===== src/hdl/epp_pkg.sv =====
// Package of constants, types and register map for the EPP cycle engine
package epp_pkg;

	// Register byte offsets
	localparam logic [7:0] EPP_OFF_DATA    = 8'h00;
	localparam logic [7:0] EPP_OFF_STATUS  = 8'h04;
	localparam logic [7:0] EPP_OFF_CTRL    = 8'h08;
	localparam logic [7:0] EPP_OFF_ADDR    = 8'h0c;
	localparam logic [7:0] EPP_OFF_DATA0   = 8'h10;
	localparam logic [7:0] EPP_OFF_DATA3   = 8'h1c;
	localparam logic [7:0] EPP_OFF_MODE    = 8'h20;

	// Status fields
	localparam int EPP_ST_CYCLE_TIMEOUT_FLAG    = 0;
	localparam int EPP_ST_ERR      = 3;
	localparam int EPP_ST_SLCT     = 4;
	localparam int EPP_ST_PE       = 5;
	localparam int EPP_ST_ACK      = 6;
	localparam int EPP_ST_BUSY     = 7;

	// Control fields
	localparam int EPP_CT_STROBE   = 0;
	localparam int EPP_CT_AUTOFD   = 1;
	localparam int EPP_CT_INIT     = 2;
	localparam int EPP_CT_SELIN    = 3;
	localparam int EPP_CT_DIR      = 5;
	localparam logic [5:0] EPP_CTRL_RST = 6'h00;

	// Mode register fields
	localparam int EPP_MD_EN       = 0;
	localparam int EPP_MD_V17      = 1;
	localparam int EPP_MD_TOSEL    = 4;

	// Watchdog timing
	localparam int EPP_CLK_MHZ     = 10;
	localparam int EPP_TMO_US      = 10;
	localparam int EPP_TMO_CYC     = EPP_TMO_US * EPP_CLK_MHZ;
	localparam int EPP_TMO_W       = 8;

	typedef enum logic [2:0] {
		EPP_IDLE  = 3'b000,
		EPP_ARM   = 3'b001,
		EPP_SETUP = 3'b011,
		EPP_STRB  = 3'b010,
		EPP_DONE  = 3'b110
	} epp_state_t;

	// Outputs towards the peripheral
	typedef struct packed {
		logic       data_strobe_n;
		logic       addr_strobe_n;
		logic       xfer_dir_out_n;
		logic       bus_oe_n;
		logic [7:0] port_byte_out;
	} epp_pins_t;

	// One requested port cycle
	typedef struct packed {
		logic       is_addr;
		logic       is_write;
		logic [7:0] wbyte;
	} epp_req_t;

endpackage : epp_pkg


===== src/hdl/epp_cycle_engine.sv =====
// EPP cycle engine top: registers, handshake sequencer, pin muxing
`timescale 1ns/1ps
module epp_cycle_engine #(
	parameter int TMO_CYC = epp_pkg::EPP_TMO_CYC
) (
	// Clock and reset
	input  wire logic        hclk,
	input  wire logic        hresetn,
	// AHB-Lite slave
	input  wire logic        hsel,
	input  wire logic [31:0] haddr,
	input  wire logic [1:0]  htrans,
	input  wire logic [2:0]  hsize,
	input  wire logic        hwrite,
	input  wire logic        hready,
	input  wire logic [31:0] hwdata,
	output logic [31:0]      hrdata,
	output logic             hreadyout,
	output logic             hresp,
	// Peripheral inputs
	input  wire logic        periph_ready_n,
	input  wire logic [7:0]  port_byte_in,
	input  wire logic        periph_irq_in,
	input  wire logic        err_n_in,
	input  wire logic        slct_in,
	input  wire logic        pe_in,
	input  wire logic        ack_n_in,
	input  wire logic        busy_in,
	// Peripheral outputs
	output logic [7:0]       port_byte_bus,
	output logic             port_byte_oe_n,
	output logic             data_strobe_n,
	output logic             addr_strobe_n,
	output logic             xfer_dir_out_n,
	output logic             autofd_n,
	output logic             printer_select_ctl,
	output logic             periph_reset_n,
	output logic             periph_irq_out
);
	import epp_pkg::*;

	////////////////////////////////////////////////////////////////////////////
	// Bus front end

	logic       dp_valid;
	logic       dp_write;
	logic [7:0] dp_off;

	epp_ahb_if u_bus (
		.hclk     (hclk),
		.hresetn  (hresetn),
		.hsel     (hsel),
		.haddr    (haddr),
		.htrans   (htrans),
		.hwrite   (hwrite),
		.hready   (hready),
		.dp_valid (dp_valid),
		.dp_write (dp_write),
		.dp_off   (dp_off)
	);

	////////////////////////////////////////////////////////////////////////////
	// Registers and state

	logic [7:0] data_r;
	logic [5:0] ctrl_r;
	logic [7:0] mode_r;
	logic       cycle_timeout_flag_r;
	logic [7:0] rbyte_r;
	logic       wait_hold_r;
	epp_state_t st_r;
	epp_state_t st_nxt;
	epp_req_t   req_r;
	epp_req_t   req_new;
	epp_req_t   req_use;
	epp_pins_t  pins_r;
	epp_pins_t  pins_nxt;
	logic       irq_r;
	logic       expired;

	// Offsets in the EPP window start an engine cycle
	function automatic logic epp_off_f(input logic [7:0] off);
		return (off == EPP_OFF_ADDR) || ((off >= EPP_OFF_DATA0) && (off <= EPP_OFF_DATA3));
	endfunction : epp_off_f

	wire is_epp_off  = epp_off_f(dp_off);
	wire epp_en      = mode_r[EPP_MD_EN];
	wire v17         = mode_r[EPP_MD_V17];
	// Stall raised in the address phase, so the access itself waits
	wire ap_take     = hsel && hready && htrans[1];
	wire [7:0] ap_off = haddr[7:0];
	wire ap_epp      = ap_take && epp_off_f(ap_off) && epp_en;
	wire ap_rd       = ap_take && !hwrite;
	// One start per stalled access, never again on the closing edge
	wire start       = dp_valid && is_epp_off && wait_hold_r && (st_r == EPP_IDLE);
	wire busy        = (st_r != EPP_IDLE);
	wire reg_wr      = dp_valid && dp_write && !is_epp_off;
	wire reg_rd      = dp_valid && !dp_write && !is_epp_off;
	wire [7:0] wdata_w = hwdata[7:0];
	wire rdy_hi      = periph_ready_n;
	wire ctl_strobe  = ctrl_r[EPP_CT_STROBE];
	wire cyc_write   = v17 ? !ctrl_r[EPP_CT_DIR] : req_use.is_write;
	wire st_rd_end   = reg_rd && (dp_off == EPP_OFF_STATUS);
	wire tmo_wr_clr  = reg_wr && (dp_off == EPP_OFF_STATUS) && hwdata[EPP_ST_CYCLE_TIMEOUT_FLAG]
	                && !mode_r[EPP_MD_TOSEL];
	wire tmo_rd_clr  = st_rd_end && mode_r[EPP_MD_TOSEL];
	wire finish      = (st_r == EPP_DONE);

	// A 1.7 cycle strobes on the start edge, before req_r has loaded
	assign req_new = '{is_addr: (dp_off == EPP_OFF_ADDR), is_write: dp_write, wbyte: wdata_w};
	assign req_use = start ? req_new : req_r;

	epp_wdog #(.LIMIT(TMO_CYC), .W(EPP_TMO_W)) u_wdog (
		.hclk    (hclk),
		.hresetn (hresetn),
		.run     (busy && !finish),
		.expired (expired)
	);

	////////////////////////////////////////////////////////////////////////////
	// Handshake sequencer

	always_comb begin
		st_nxt = st_r;
		case (st_r)
			EPP_IDLE:  if (start) st_nxt = v17 ? EPP_STRB : EPP_ARM;
			EPP_ARM:   if (!rdy_hi) st_nxt = EPP_SETUP;
			EPP_SETUP: st_nxt = EPP_STRB;
			EPP_STRB:  if (rdy_hi) st_nxt = EPP_DONE;
			EPP_DONE:  st_nxt = EPP_IDLE;
			default:   st_nxt = EPP_IDLE;
		endcase
		if (expired) st_nxt = EPP_DONE;
	end

	// Pin values: idle follows control register, cycle follows sequencer
	always_comb begin
		pins_nxt.data_strobe_n  = 1'b1;
		pins_nxt.addr_strobe_n  = 1'b1;
		pins_nxt.xfer_dir_out_n = 1'b1;
		pins_nxt.bus_oe_n       = ctrl_r[EPP_CT_DIR];
		pins_nxt.port_byte_out  = data_r;
		if (st_nxt != EPP_IDLE && st_nxt != EPP_ARM) begin
			pins_nxt.port_byte_out  = req_use.wbyte;
			pins_nxt.bus_oe_n       = !cyc_write;
			pins_nxt.xfer_dir_out_n = !cyc_write;
			if (st_nxt == EPP_STRB) begin
				pins_nxt.data_strobe_n = req_use.is_addr;
				pins_nxt.addr_strobe_n = !req_use.is_addr;
			end
			if (ctl_strobe) begin
				pins_nxt.bus_oe_n       = 1'b0;
				pins_nxt.xfer_dir_out_n = 1'b0;
			end
		end else if (st_nxt == EPP_ARM) begin
			pins_nxt.port_byte_out = pins_r.port_byte_out;
			pins_nxt.bus_oe_n      = pins_r.bus_oe_n;
			pins_nxt.xfer_dir_out_n = pins_r.xfer_dir_out_n;
		end
	end

	always_ff @(posedge hclk or negedge hresetn) begin
		if (!hresetn) begin
			st_r   <= EPP_IDLE;
			req_r  <= '0;
			pins_r <= '{1'b1, 1'b1, 1'b1, 1'b1, 8'h00};
		end else begin
			st_r   <= st_nxt;
			pins_r <= pins_nxt;
			if (start) begin
				req_r <= req_new;
			end
		end
	end

	// Capture byte while strobe still low, on ready high
	always_ff @(posedge hclk or negedge hresetn) begin
		if (!hresetn) begin
			rbyte_r <= 8'h00;
		end else if (st_r == EPP_STRB && rdy_hi) begin
			rbyte_r <= port_byte_in;
		end
	end

	////////////////////////////////////////////////////////////////////////////
	// Software registers

	always_ff @(posedge hclk or negedge hresetn) begin
		if (!hresetn) begin
			data_r  <= 8'h00;
			ctrl_r  <= EPP_CTRL_RST;
			mode_r  <= 8'h00;
			cycle_timeout_flag_r <= 1'b0;
		end else begin
			if (reg_wr && dp_off == EPP_OFF_DATA) data_r <= hwdata[7:0];
			if (reg_wr && dp_off == EPP_OFF_CTRL) ctrl_r <= hwdata[5:0];
			if (reg_wr && dp_off == EPP_OFF_MODE) mode_r <= hwdata[7:0];
			// Set wins over clear so no timeout is lost
			if (expired) cycle_timeout_flag_r <= 1'b1;
			else if (tmo_wr_clr || tmo_rd_clr) cycle_timeout_flag_r <= 1'b0;
		end
	end

	////////////////////////////////////////////////////////////////////////////
	// Bus answer: wait states held until the cycle finishes

	logic [7:0] rd_mux;
	// Loaded in the address phase so hrdata stands through the data phase
	assign rd_mux = (ap_off == EPP_OFF_DATA)   ? data_r :
	                (ap_off == EPP_OFF_STATUS) ? {!busy_in, ack_n_in, pe_in, slct_in,
	                                              err_n_in, 2'b00, cycle_timeout_flag_r} :
	                (ap_off == EPP_OFF_CTRL)   ? {2'b00, ctrl_r} :
	                (ap_off == EPP_OFF_MODE)   ? mode_r : 8'h00;

	always_ff @(posedge hclk or negedge hresetn) begin
		if (!hresetn) begin
			hreadyout   <= 1'b1;
			hrdata      <= 32'h0000_0000;
			wait_hold_r <= 1'b0;
		end else begin
			if (ap_epp) begin
				hreadyout   <= 1'b0;
				wait_hold_r <= 1'b1;
			end else if (wait_hold_r && finish) begin
				hreadyout   <= 1'b1;
				wait_hold_r <= 1'b0;
				hrdata      <= {24'h000000, (st_r == EPP_DONE) ? rbyte_r : 8'h00};
			end else if (ap_rd) begin
				hrdata <= {24'h000000, rd_mux};
			end
		end
	end

	////////////////////////////////////////////////////////////////////////////
	// Pass-through pins

	always_ff @(posedge hclk or negedge hresetn) begin
		if (!hresetn) begin
			irq_r              <= 1'b0;
			autofd_n           <= 1'b1;
			printer_select_ctl <= 1'b1;
			periph_reset_n     <= 1'b0;
		end else begin
			irq_r              <= periph_irq_in;
			autofd_n           <= !ctrl_r[EPP_CT_AUTOFD];
			printer_select_ctl <= !ctrl_r[EPP_CT_SELIN];
			periph_reset_n     <= ctrl_r[EPP_CT_INIT];
		end
	end

	assign hresp          = 1'b0;
	assign periph_irq_out = irq_r;
	assign port_byte_bus  = pins_r.port_byte_out;
	assign port_byte_oe_n = pins_r.bus_oe_n;
	assign data_strobe_n  = pins_r.data_strobe_n;
	assign addr_strobe_n  = pins_r.addr_strobe_n;
	assign xfer_dir_out_n = pins_r.xfer_dir_out_n;

	////////////////////////////////////////////////////////////////////////////
	// Assertions

	stall_on_start_a: assert property (@(posedge hclk) disable iff (!hresetn)
		start |=> !hreadyout) else $error("no wait state after cycle start");
	arm_no_strobe_a: assert property (@(posedge hclk) disable iff (!hresetn)
		(st_r == EPP_ARM) |-> (data_strobe_n && addr_strobe_n))
		else $error("strobe moved before ready fell");
	strobe_release_a: assert property (@(posedge hclk) disable iff (!hresetn)
		(st_r == EPP_STRB && rdy_hi && !expired) |=> (data_strobe_n && addr_strobe_n))
		else $error("strobe not released after ready");
	wdog_flag_a: assert property (@(posedge hclk) disable iff (!hresetn)
		expired |=> cycle_timeout_flag_r) else $error("timeout flag not set");
	tmo_clear_a: assert property (@(posedge hclk) disable iff (!hresetn)
		(tmo_wr_clr && !expired) |=> !cycle_timeout_flag_r) else $error("timeout flag not cleared");
	idle_dir_a: assert property (@(posedge hclk) disable iff (!hresetn)
		(hresetn && st_r == EPP_IDLE && $stable(ctrl_r))
		|=> (port_byte_oe_n == $past(ctrl_r[EPP_CT_DIR]))
		|| (st_r != EPP_IDLE)) else $error("idle direction not from control");
	force_write_a: assert property (@(posedge hclk) disable iff (!hresetn)
		(st_r == EPP_STRB && ctl_strobe) |-> (!xfer_dir_out_n && !port_byte_oe_n))
		else $error("strobe bit did not force write");
	irq_pass_a: assert property (@(posedge hclk) disable iff (!hresetn)
		hresetn |=> (periph_irq_out == $past(periph_irq_in))) else $error("interrupt not passed");
	release_ready_a: assert property (@(posedge hclk) disable iff (!hresetn)
		(wait_hold_r && finish) |=> hreadyout) else $error("bus not released at end");

endmodule : epp_cycle_engine


===== src/hdl/epp_wdog.sv =====
// Cycle watchdog counting up to the timeout limit
`timescale 1ns/1ps
module epp_wdog #(
	parameter int LIMIT = 100,
	parameter int W     = 8
) (
	// Clock and reset
	input  wire logic hclk,
	input  wire logic hresetn,
	// Control
	input  wire logic run,
	output logic      expired
);
	logic [W-1:0] cnt_r;

	always_ff @(posedge hclk or negedge hresetn) begin
		if (!hresetn) begin
			cnt_r <= '0;
		end else if (!run) begin
			cnt_r <= '0;
		end else if (cnt_r != W'(LIMIT)) begin
			cnt_r <= cnt_r + 1'b1;
		end
	end

	assign expired = run && (cnt_r == W'(LIMIT));

endmodule : epp_wdog


===== src/hdl/epp_ahb_if.sv =====
// AHB-Lite slave front end: captures address phase valid, write and offset for the data phase
`timescale 1ns/1ps
module epp_ahb_if (
	// Clock and reset
	input  wire logic        hclk,
	input  wire logic        hresetn,
	// Bus
	input  wire logic        hsel,
	input  wire logic [31:0] haddr,
	input  wire logic [1:0]  htrans,
	input  wire logic        hwrite,
	input  wire logic        hready,
	// Captured data phase
	output logic             dp_valid,
	output logic             dp_write,
	output logic [7:0]       dp_off
);
	import epp_pkg::*;

	wire take = hsel && hready && htrans[1];

	always_ff @(posedge hclk or negedge hresetn) begin
		if (!hresetn) begin
			dp_valid <= 1'b0;
			dp_write <= 1'b0;
			dp_off   <= 8'h00;
		end else if (hready) begin
			dp_valid <= take;
			dp_write <= hwrite;
			dp_off   <= haddr[7:0];
		end
	end

endmodule : epp_ahb_if


===== config.mk =====
export PLATFORM = sky130hd
export DESIGN_NAME = epp_cycle_engine
export DESIGN_NICKNAME = d
export VERILOG_FILES = /design/src/hdl/epp_pkg.sv /design/src/hdl/epp_cycle_engine.sv /design/src/hdl/epp_wdog.sv /design/src/hdl/epp_ahb_if.sv
export SDC_FILE = /design/constraint.sdc
export NUM_CORES = 1
export LEC_CHECK = 0
export ABC_AREA = 1
export BUFFER_PORTS_ARGS = -buffer_cell sky130_fd_sc_hd__buf_2
export CORE_MARGIN = 8
export CORE_UTILIZATION = 46
export DETAILED_ROUTE_END_ITERATION = 12
export GPL_TIMING_DRIVEN = 1
export PLACE_DENSITY = 0.76
export SLEW_MARGIN = 5
export SYNTH_ARGS = -nofsm -noshare
export SYNTH_HDL_FRONTEND = slang
export SYNTH_SLANG_ARGS = --single-unit

===== constraint.sdc =====
create_clock -name hclk -period 1.6 [get_ports hclk]
set_input_delay 0.32 -clock hclk [delete_from_list [all_inputs] [get_ports hclk]]
set_output_delay 0.32 -clock hclk [all_outputs]
set_load 0.01 [all_outputs]

# After elaboration in Yosys (flattened, before gate mapping)
# Cells that the tools add are included.
# classes
n_addsub	1
n_eq_ne	19
mux	28
bitwise_logic	1
n_reduce_logical	50
n_lt_le_gt_ge	4
# op_table
cell	count
2-to-1 mux 32 bit	2
2-to-1 mux 8 bit	7
== test 8 x 4 -> 1 bit (second input constant)	4
2-to-1 mux 10 bit	3
logical AND 1 bit	27
== test 8 x 3 -> 1 bit (second input constant)	2
== test 8 x 6 -> 1 bit (second input constant)	2
greater-or-equal comparator 8 x 5 -> 1 bit (second input constant)	2
<= comparator 8 x 5 -> 1 bit (second input constant)	2
logical NOT 8 bit	2
2-to-1 mux 3 bit	4
one-hot mux 3 bit (4 select lines)	1
logical NOT 1 bit	11
== test 3 x 2 -> 1 bit (second input constant)	3
adder 8 x 1 -> 8 bit (second input constant)	1
== test 8 x 7 -> 1 bit (second input constant)	1
2-to-1 mux 2 bit	4
inequality test 8 x 7 -> 1 bit (second input constant)	1
2-to-1 mux 1 bit	7
== test 3 x 1 -> 1 bit (second input constant)	2
nonzero test 2 bit	3
nonzero test 3 bit	2
inequality test 2 bit (second input constant)	2
== test 3 bit (second input constant)	1
5 further kinds	7
# totals
ff_bits	112
elab_cells	128

# Logic depth before layout (Yosys ltp)
# logic_depth
word_depth	12
ltp_mapped	11
depth_no_buf	11

# Hierarchy
# A second synthesis with hierarchy kept.
# hier_totals
hier_cells	562
hier_area_um2	4664.5
# modules_own_cells
mod	area_each_um2	cells_each	seq_area_each_um2	instances
epp_cycle_engine	3804.9	464	1760.4	1
epp_wdog	475.5	56	200.2	1
epp_ahb_if	384.1	42	250.2	1

# Worst setup path after synthesis
# OpenSTA, ideal clock, no wires.
# synth_path
path_kind	register to register
start	register u_wdog.cnt_r[0]
end	register pins_r (netlist bit port_byte_bus[1])
slack_ps	102
synth_period_minus_slack_ps	1498
setup_ps	117
path_stages_with_launch	11
arrival_ps	1381
path_cell_list	dfrtp_1 inv_1 ha_1 nand3_1 nor2_1 nand2_4 nand4_2 buf_6 nand2_1 nand2_1 nand2_1
# synth_between
elab_chain_len	6
# synth_rtl
element	line_no	text
start, declared	epp_wdog.sv:14	logic [W-1:0] cnt_r;
start signal, assigned	epp_wdog.sv:22	cnt_r <= cnt_r + 1'b1;
== test 8 x 7 -> 1 bit *	epp_wdog.sv:26	assign expired = run && (cnt_r == W'(LIMIT));
logical AND 1 bit *	epp_wdog.sv:26	
2-to-1 mux 3 bit *	epp_cycle_engine.sv:133	if (expired) st_nxt = EPP_DONE;
named net st_nxt[1]	epp_cycle_engine.sv:72	epp_state_t st_nxt;
inequality test 3 x 1 -> 1 bit or nonzero test 3 bit (tied branches)	epp_cycle_engine.sv:143	if (st_nxt != EPP_IDLE && st_nxt != EPP_ARM) begin
logical AND 1 bit	epp_cycle_engine.sv:143	
inequality test 2 bit (no line) or 2-to-1 mux 10 bit (tied branches)	-	
end signal, assigned	epp_cycle_engine.sv:166	pins_r <= '{1'b1, 1'b1, 1'b1, 1'b1, 8'h00};
end signal, assigned	epp_cycle_engine.sv:169	pins_r <= pins_nxt;
end, declared	epp_cycle_engine.sv:76	epp_pins_t pins_r;
# The timed path passes the listed nets; every way through them passes the cells marked *.
# A chain may end at the register's enable or synchronous reset.

# Final worst setup path
# layout_path
start	register st_r[1]
end	register hrdata[2]
# layout_between
elab_chain_len	4
# layout_rtl
element	line_no	text
start, declared	epp_cycle_engine.sv:71	epp_state_t st_r;
start signal, assigned	epp_cycle_engine.sv:168	st_r <= st_nxt;
== test 3 bit *	epp_cycle_engine.sv:107, epp_cycle_engine.sv:227	
logical AND 1 bit	epp_cycle_engine.sv:224	end else if (wait_hold_r && finish) begin
nonzero test 2 bit (no line)	-	
AND reduction 2 bit (no line)	-	
end signal, assigned	epp_cycle_engine.sv:227	hrdata <= {24'h000000, (st_r == EPP_DONE) ? rbyte_r : 8'h00};
end signal, assigned	epp_cycle_engine.sv:229	hrdata <= {24'h000000, rd_mux};
end, declared	epp_cycle_engine.sv:17	output logic [31:0] hrdata,
# Mark *: on every way between the ends. The rest lies on a longest branch, timed or not.

==> impl_metrics.tcl <==
set metrics [dict create \
    pwr_density_cell_mw_per_mm2 1130 \
    antenna_found_initial 0 \
    switchingPower_mw 2.37 \
    fin_crit_ps 1710 \
    fin_crit_sh_pct 107 \
    clk_pin_slew_ps 90 \
    cts_tree "done" \
    grt_max_degree 32 \
    hold_viol_final 0 \
    combPwrFrac_pct 35.4 \
    stdcell_count 797 \
    vdd_drop_max_mv 0.539 \
    rsz0062_at_grt "yes" \
    num_antenna_cells 0 \
    place_congestion 0.871 \
    hold_class "in -> reg" \
    failed_checks "negative setup slack" \
    synth_cells 531 \
    clk_latency_ps 360 \
    synth_top_flop_cell "dfrtp_1" \
    syn2layout_area_growth_pct 33.7 \
    finalClockSkew_ps 8.14 \
    cts_buffers 9 \
    setup_viol 27 \
    drc 0 \
    synth-edff-count 0 \
    drtAntennaViolNets 0 \
    status "finished with violations" \
    swShare_pct 35.0 \
    worstPathArrival_ps 1960 \
    power_frac_seq_pct 43.7 \
    clock-sinks 88 \
    path_class "reg -> reg" \
    cp-start-kind "flop" \
    grt_usage_pct 17.8 \
    io_pins 139 \
    syn_avg_cell_area_um2 8.41 \
    grt_pass1_wl_um 18600 \
    wire_per_inst_um 17.0 \
    synth-seq-cells 88 \
    dpl.hpwl_um 8360 \
    gr-total-overflow 0 \
    cp_max_fo 7 \
    syn_area_mm2 0.00447 \
    max_freq_mhz 585 \
    intPower_mw 4.40 \
    yosysUniqueCellTypes 39 \
    cts_root_buffer "clkbuf_8" \
    max_cap_viol_count 0 \
    grt_pass1_vias 4107 \
    placementRows 36 \
    fin_setup_tns_ps -842 \
    viasPerCell 5.31 \
    start_util_pct 46.6 \
    die_h_um 115 \
    io_buffer_count 61 \
    drt_wl_total_um 13500 \
    drt_iter0_markers 367 \
    utilization_pct 62.2 \
    cts_buffer_depth 2 \
    core_area_mm2 0.00959 \
    required_ps 1850 \
    end_kind "flop" \
    cellLeakagePower_nw 3.19 \
    die_w_um 115 \
    drv_slew 0 \
    synth-async-reset-ratio_pct 100 \
    synth_seq_area_share_pct 49.5 \
    drt_first_pass_iters 5 \
    yosys_warnings 0 \
    drive_gt1_share_pct 37.5 \
    ctsHtreeMaxLevel 3 \
    pwr-share-clk_pct 20.9 \
    vias 4236 \
    fill_cells 778 \
    placed_cells 744 \
    final.setup.worst_slack_ps -109 \
    nets 750 \
    dieArea_mm2 0.0131 \
]
power by group through the flow:
stage / sequential, mW / clock [mW] / combinational (mW)
floorplan: 3.00 / 0 / 1.05
global placement: 2.95 / 0 / 1.67
detailed placement: 2.97 / 0 / 1.75
CTS: 2.93 / 1.42 / 1.93
global route: 3.00 / 1.51 / 2.60
finish: 2.96 / 1.42 / 2.39
through the flow:
step	power (mW)	hold WS, ps	worst slack, ps	instance area [um2]
floorplan	4.05	24.4	102	4560
CTS	6.28	46.6	0.0802	5340
detailed placement	4.72	296	-1.85	5030
global placement	4.62	285	44.2	5030
global route	7.10	54.9	-141	5970
finish	6.77	54.1	-109	5970
cells in the final DEF, fill, tap and decap left out, drive strengths merged, types with 7 or more instances in the layout:
master / count
nand2: 133
buf: 122
dfrtp: 81
inv: 71
nand3: 57
o21ai: 53
nor2: 34
conb: 25
nand4: 23
clkbuf: 15
a21oi: 9
mux2: 9
dfstp: 7
path summary, 6_finish.rpt:
check	startpoint	endpoint	slack, ps	cells after the start
min reg2reg	ctrl_r[3]	printer_select_ctl	430	1
max	st_r[1]	hrdata[2]	-110	10
min in group asynchronous	hresetn	periph_reset_n	440	2
min	periph_irq_in	periph_irq_out	50	1
max in group asynchronous	hresetn	data_strobe_n	560	3
max reg2reg	st_r[1]	hrdata[2]	-110	10
cells in the mapped netlist, types with 2 or more instances:
master	instances	area, um2
nand2_1	124	465
dfrtp_1	81	2030
inv_1	66	248
nand3_1	53	265
o21ai_0	36	180
nor2_1	29	109
buf_4	25	188
nand4_1	20	125
o21ai_1	16	80.1
a21oi_1	9	45.0
buf_2	9	45.0
mux2_2	9	101
dfstp_2	7	184
inv_2	5	18.8
nand2_2	5	31.3
nor3_1	4	20.0
buf_6	3	33.8
nor2_4	3	33.8
o211ai_1	3	22.5
ha_1	2	25.0
nand2_4	2	22.5
nand3_4	2	35.0
nand4_2	2	25.0
cells by family after synthesis:
family                     after synthesis  synth area share, %
other                                    1               0.0840
DFF                                     88                 49.5
xor gates and xnor gates                 1                0.196
and+or+nand+nor                        252                 27.3
AOI/OAI and AO/OA                       68                 8.04
adders and majority gates                2                0.560
buffers and inverters                  110                 12.1
muxes                                    9                 2.27
what timing repair did:
| item | 4_1_cts | 5_1_grt |
|---|---|---|
| pin swaps | 7 | 44 |
| setup buffers | 6 | 20 |
| endpoints found under the setup margin | 8 | 44 |
| cloned | 2 | 8 |
| hold endpoints to repair | 24 | 0 |
| resized for setup | 10 | 109 |
| hold buffers | 1 | 0 |
worst max-delay path, stage by stage (launching register included):
cell	delay (ps)
dfrtp_1	430
inv_2	120
buf_6	120
nor2_4	50
nand2_4	100
nor2_8	60
buf_4	160
a21oi_1	170
nand3_1	190
o211ai_1	130
nand2_1	70
per-layer routing:
layer | wire length (um) | global-route usage [%]
met1 | 5250 | 19.7
met2 | 7050 | 32.5
met3 | 921 | 3.74
met4 | 304 | 7.10
met5 | 0 | 0
flip-flops by register name (all words and copies together), names as in the netlist, 6 cells and up:
signal,count
u_wdog.cnt_r,8
rbyte_r,8
u_bus.dp_off,8
port_byte_bus,8
mode_r,8
req_r,10
hrdata,8
ctrl_r,6
data_r,8
area by class of cell:
cell class	instances	area, um2	area share [%]
clock inverter	4	20.0	0.335
clock buffer	12	155	2.60
multi-input combinational	362	2180	36.5
sequential	88	2210	37.0
tap	133	166	2.79
inverter	72	280	4.69
timing repair buffer	126	961	16.1
Power figures use the tool's default switching activity.
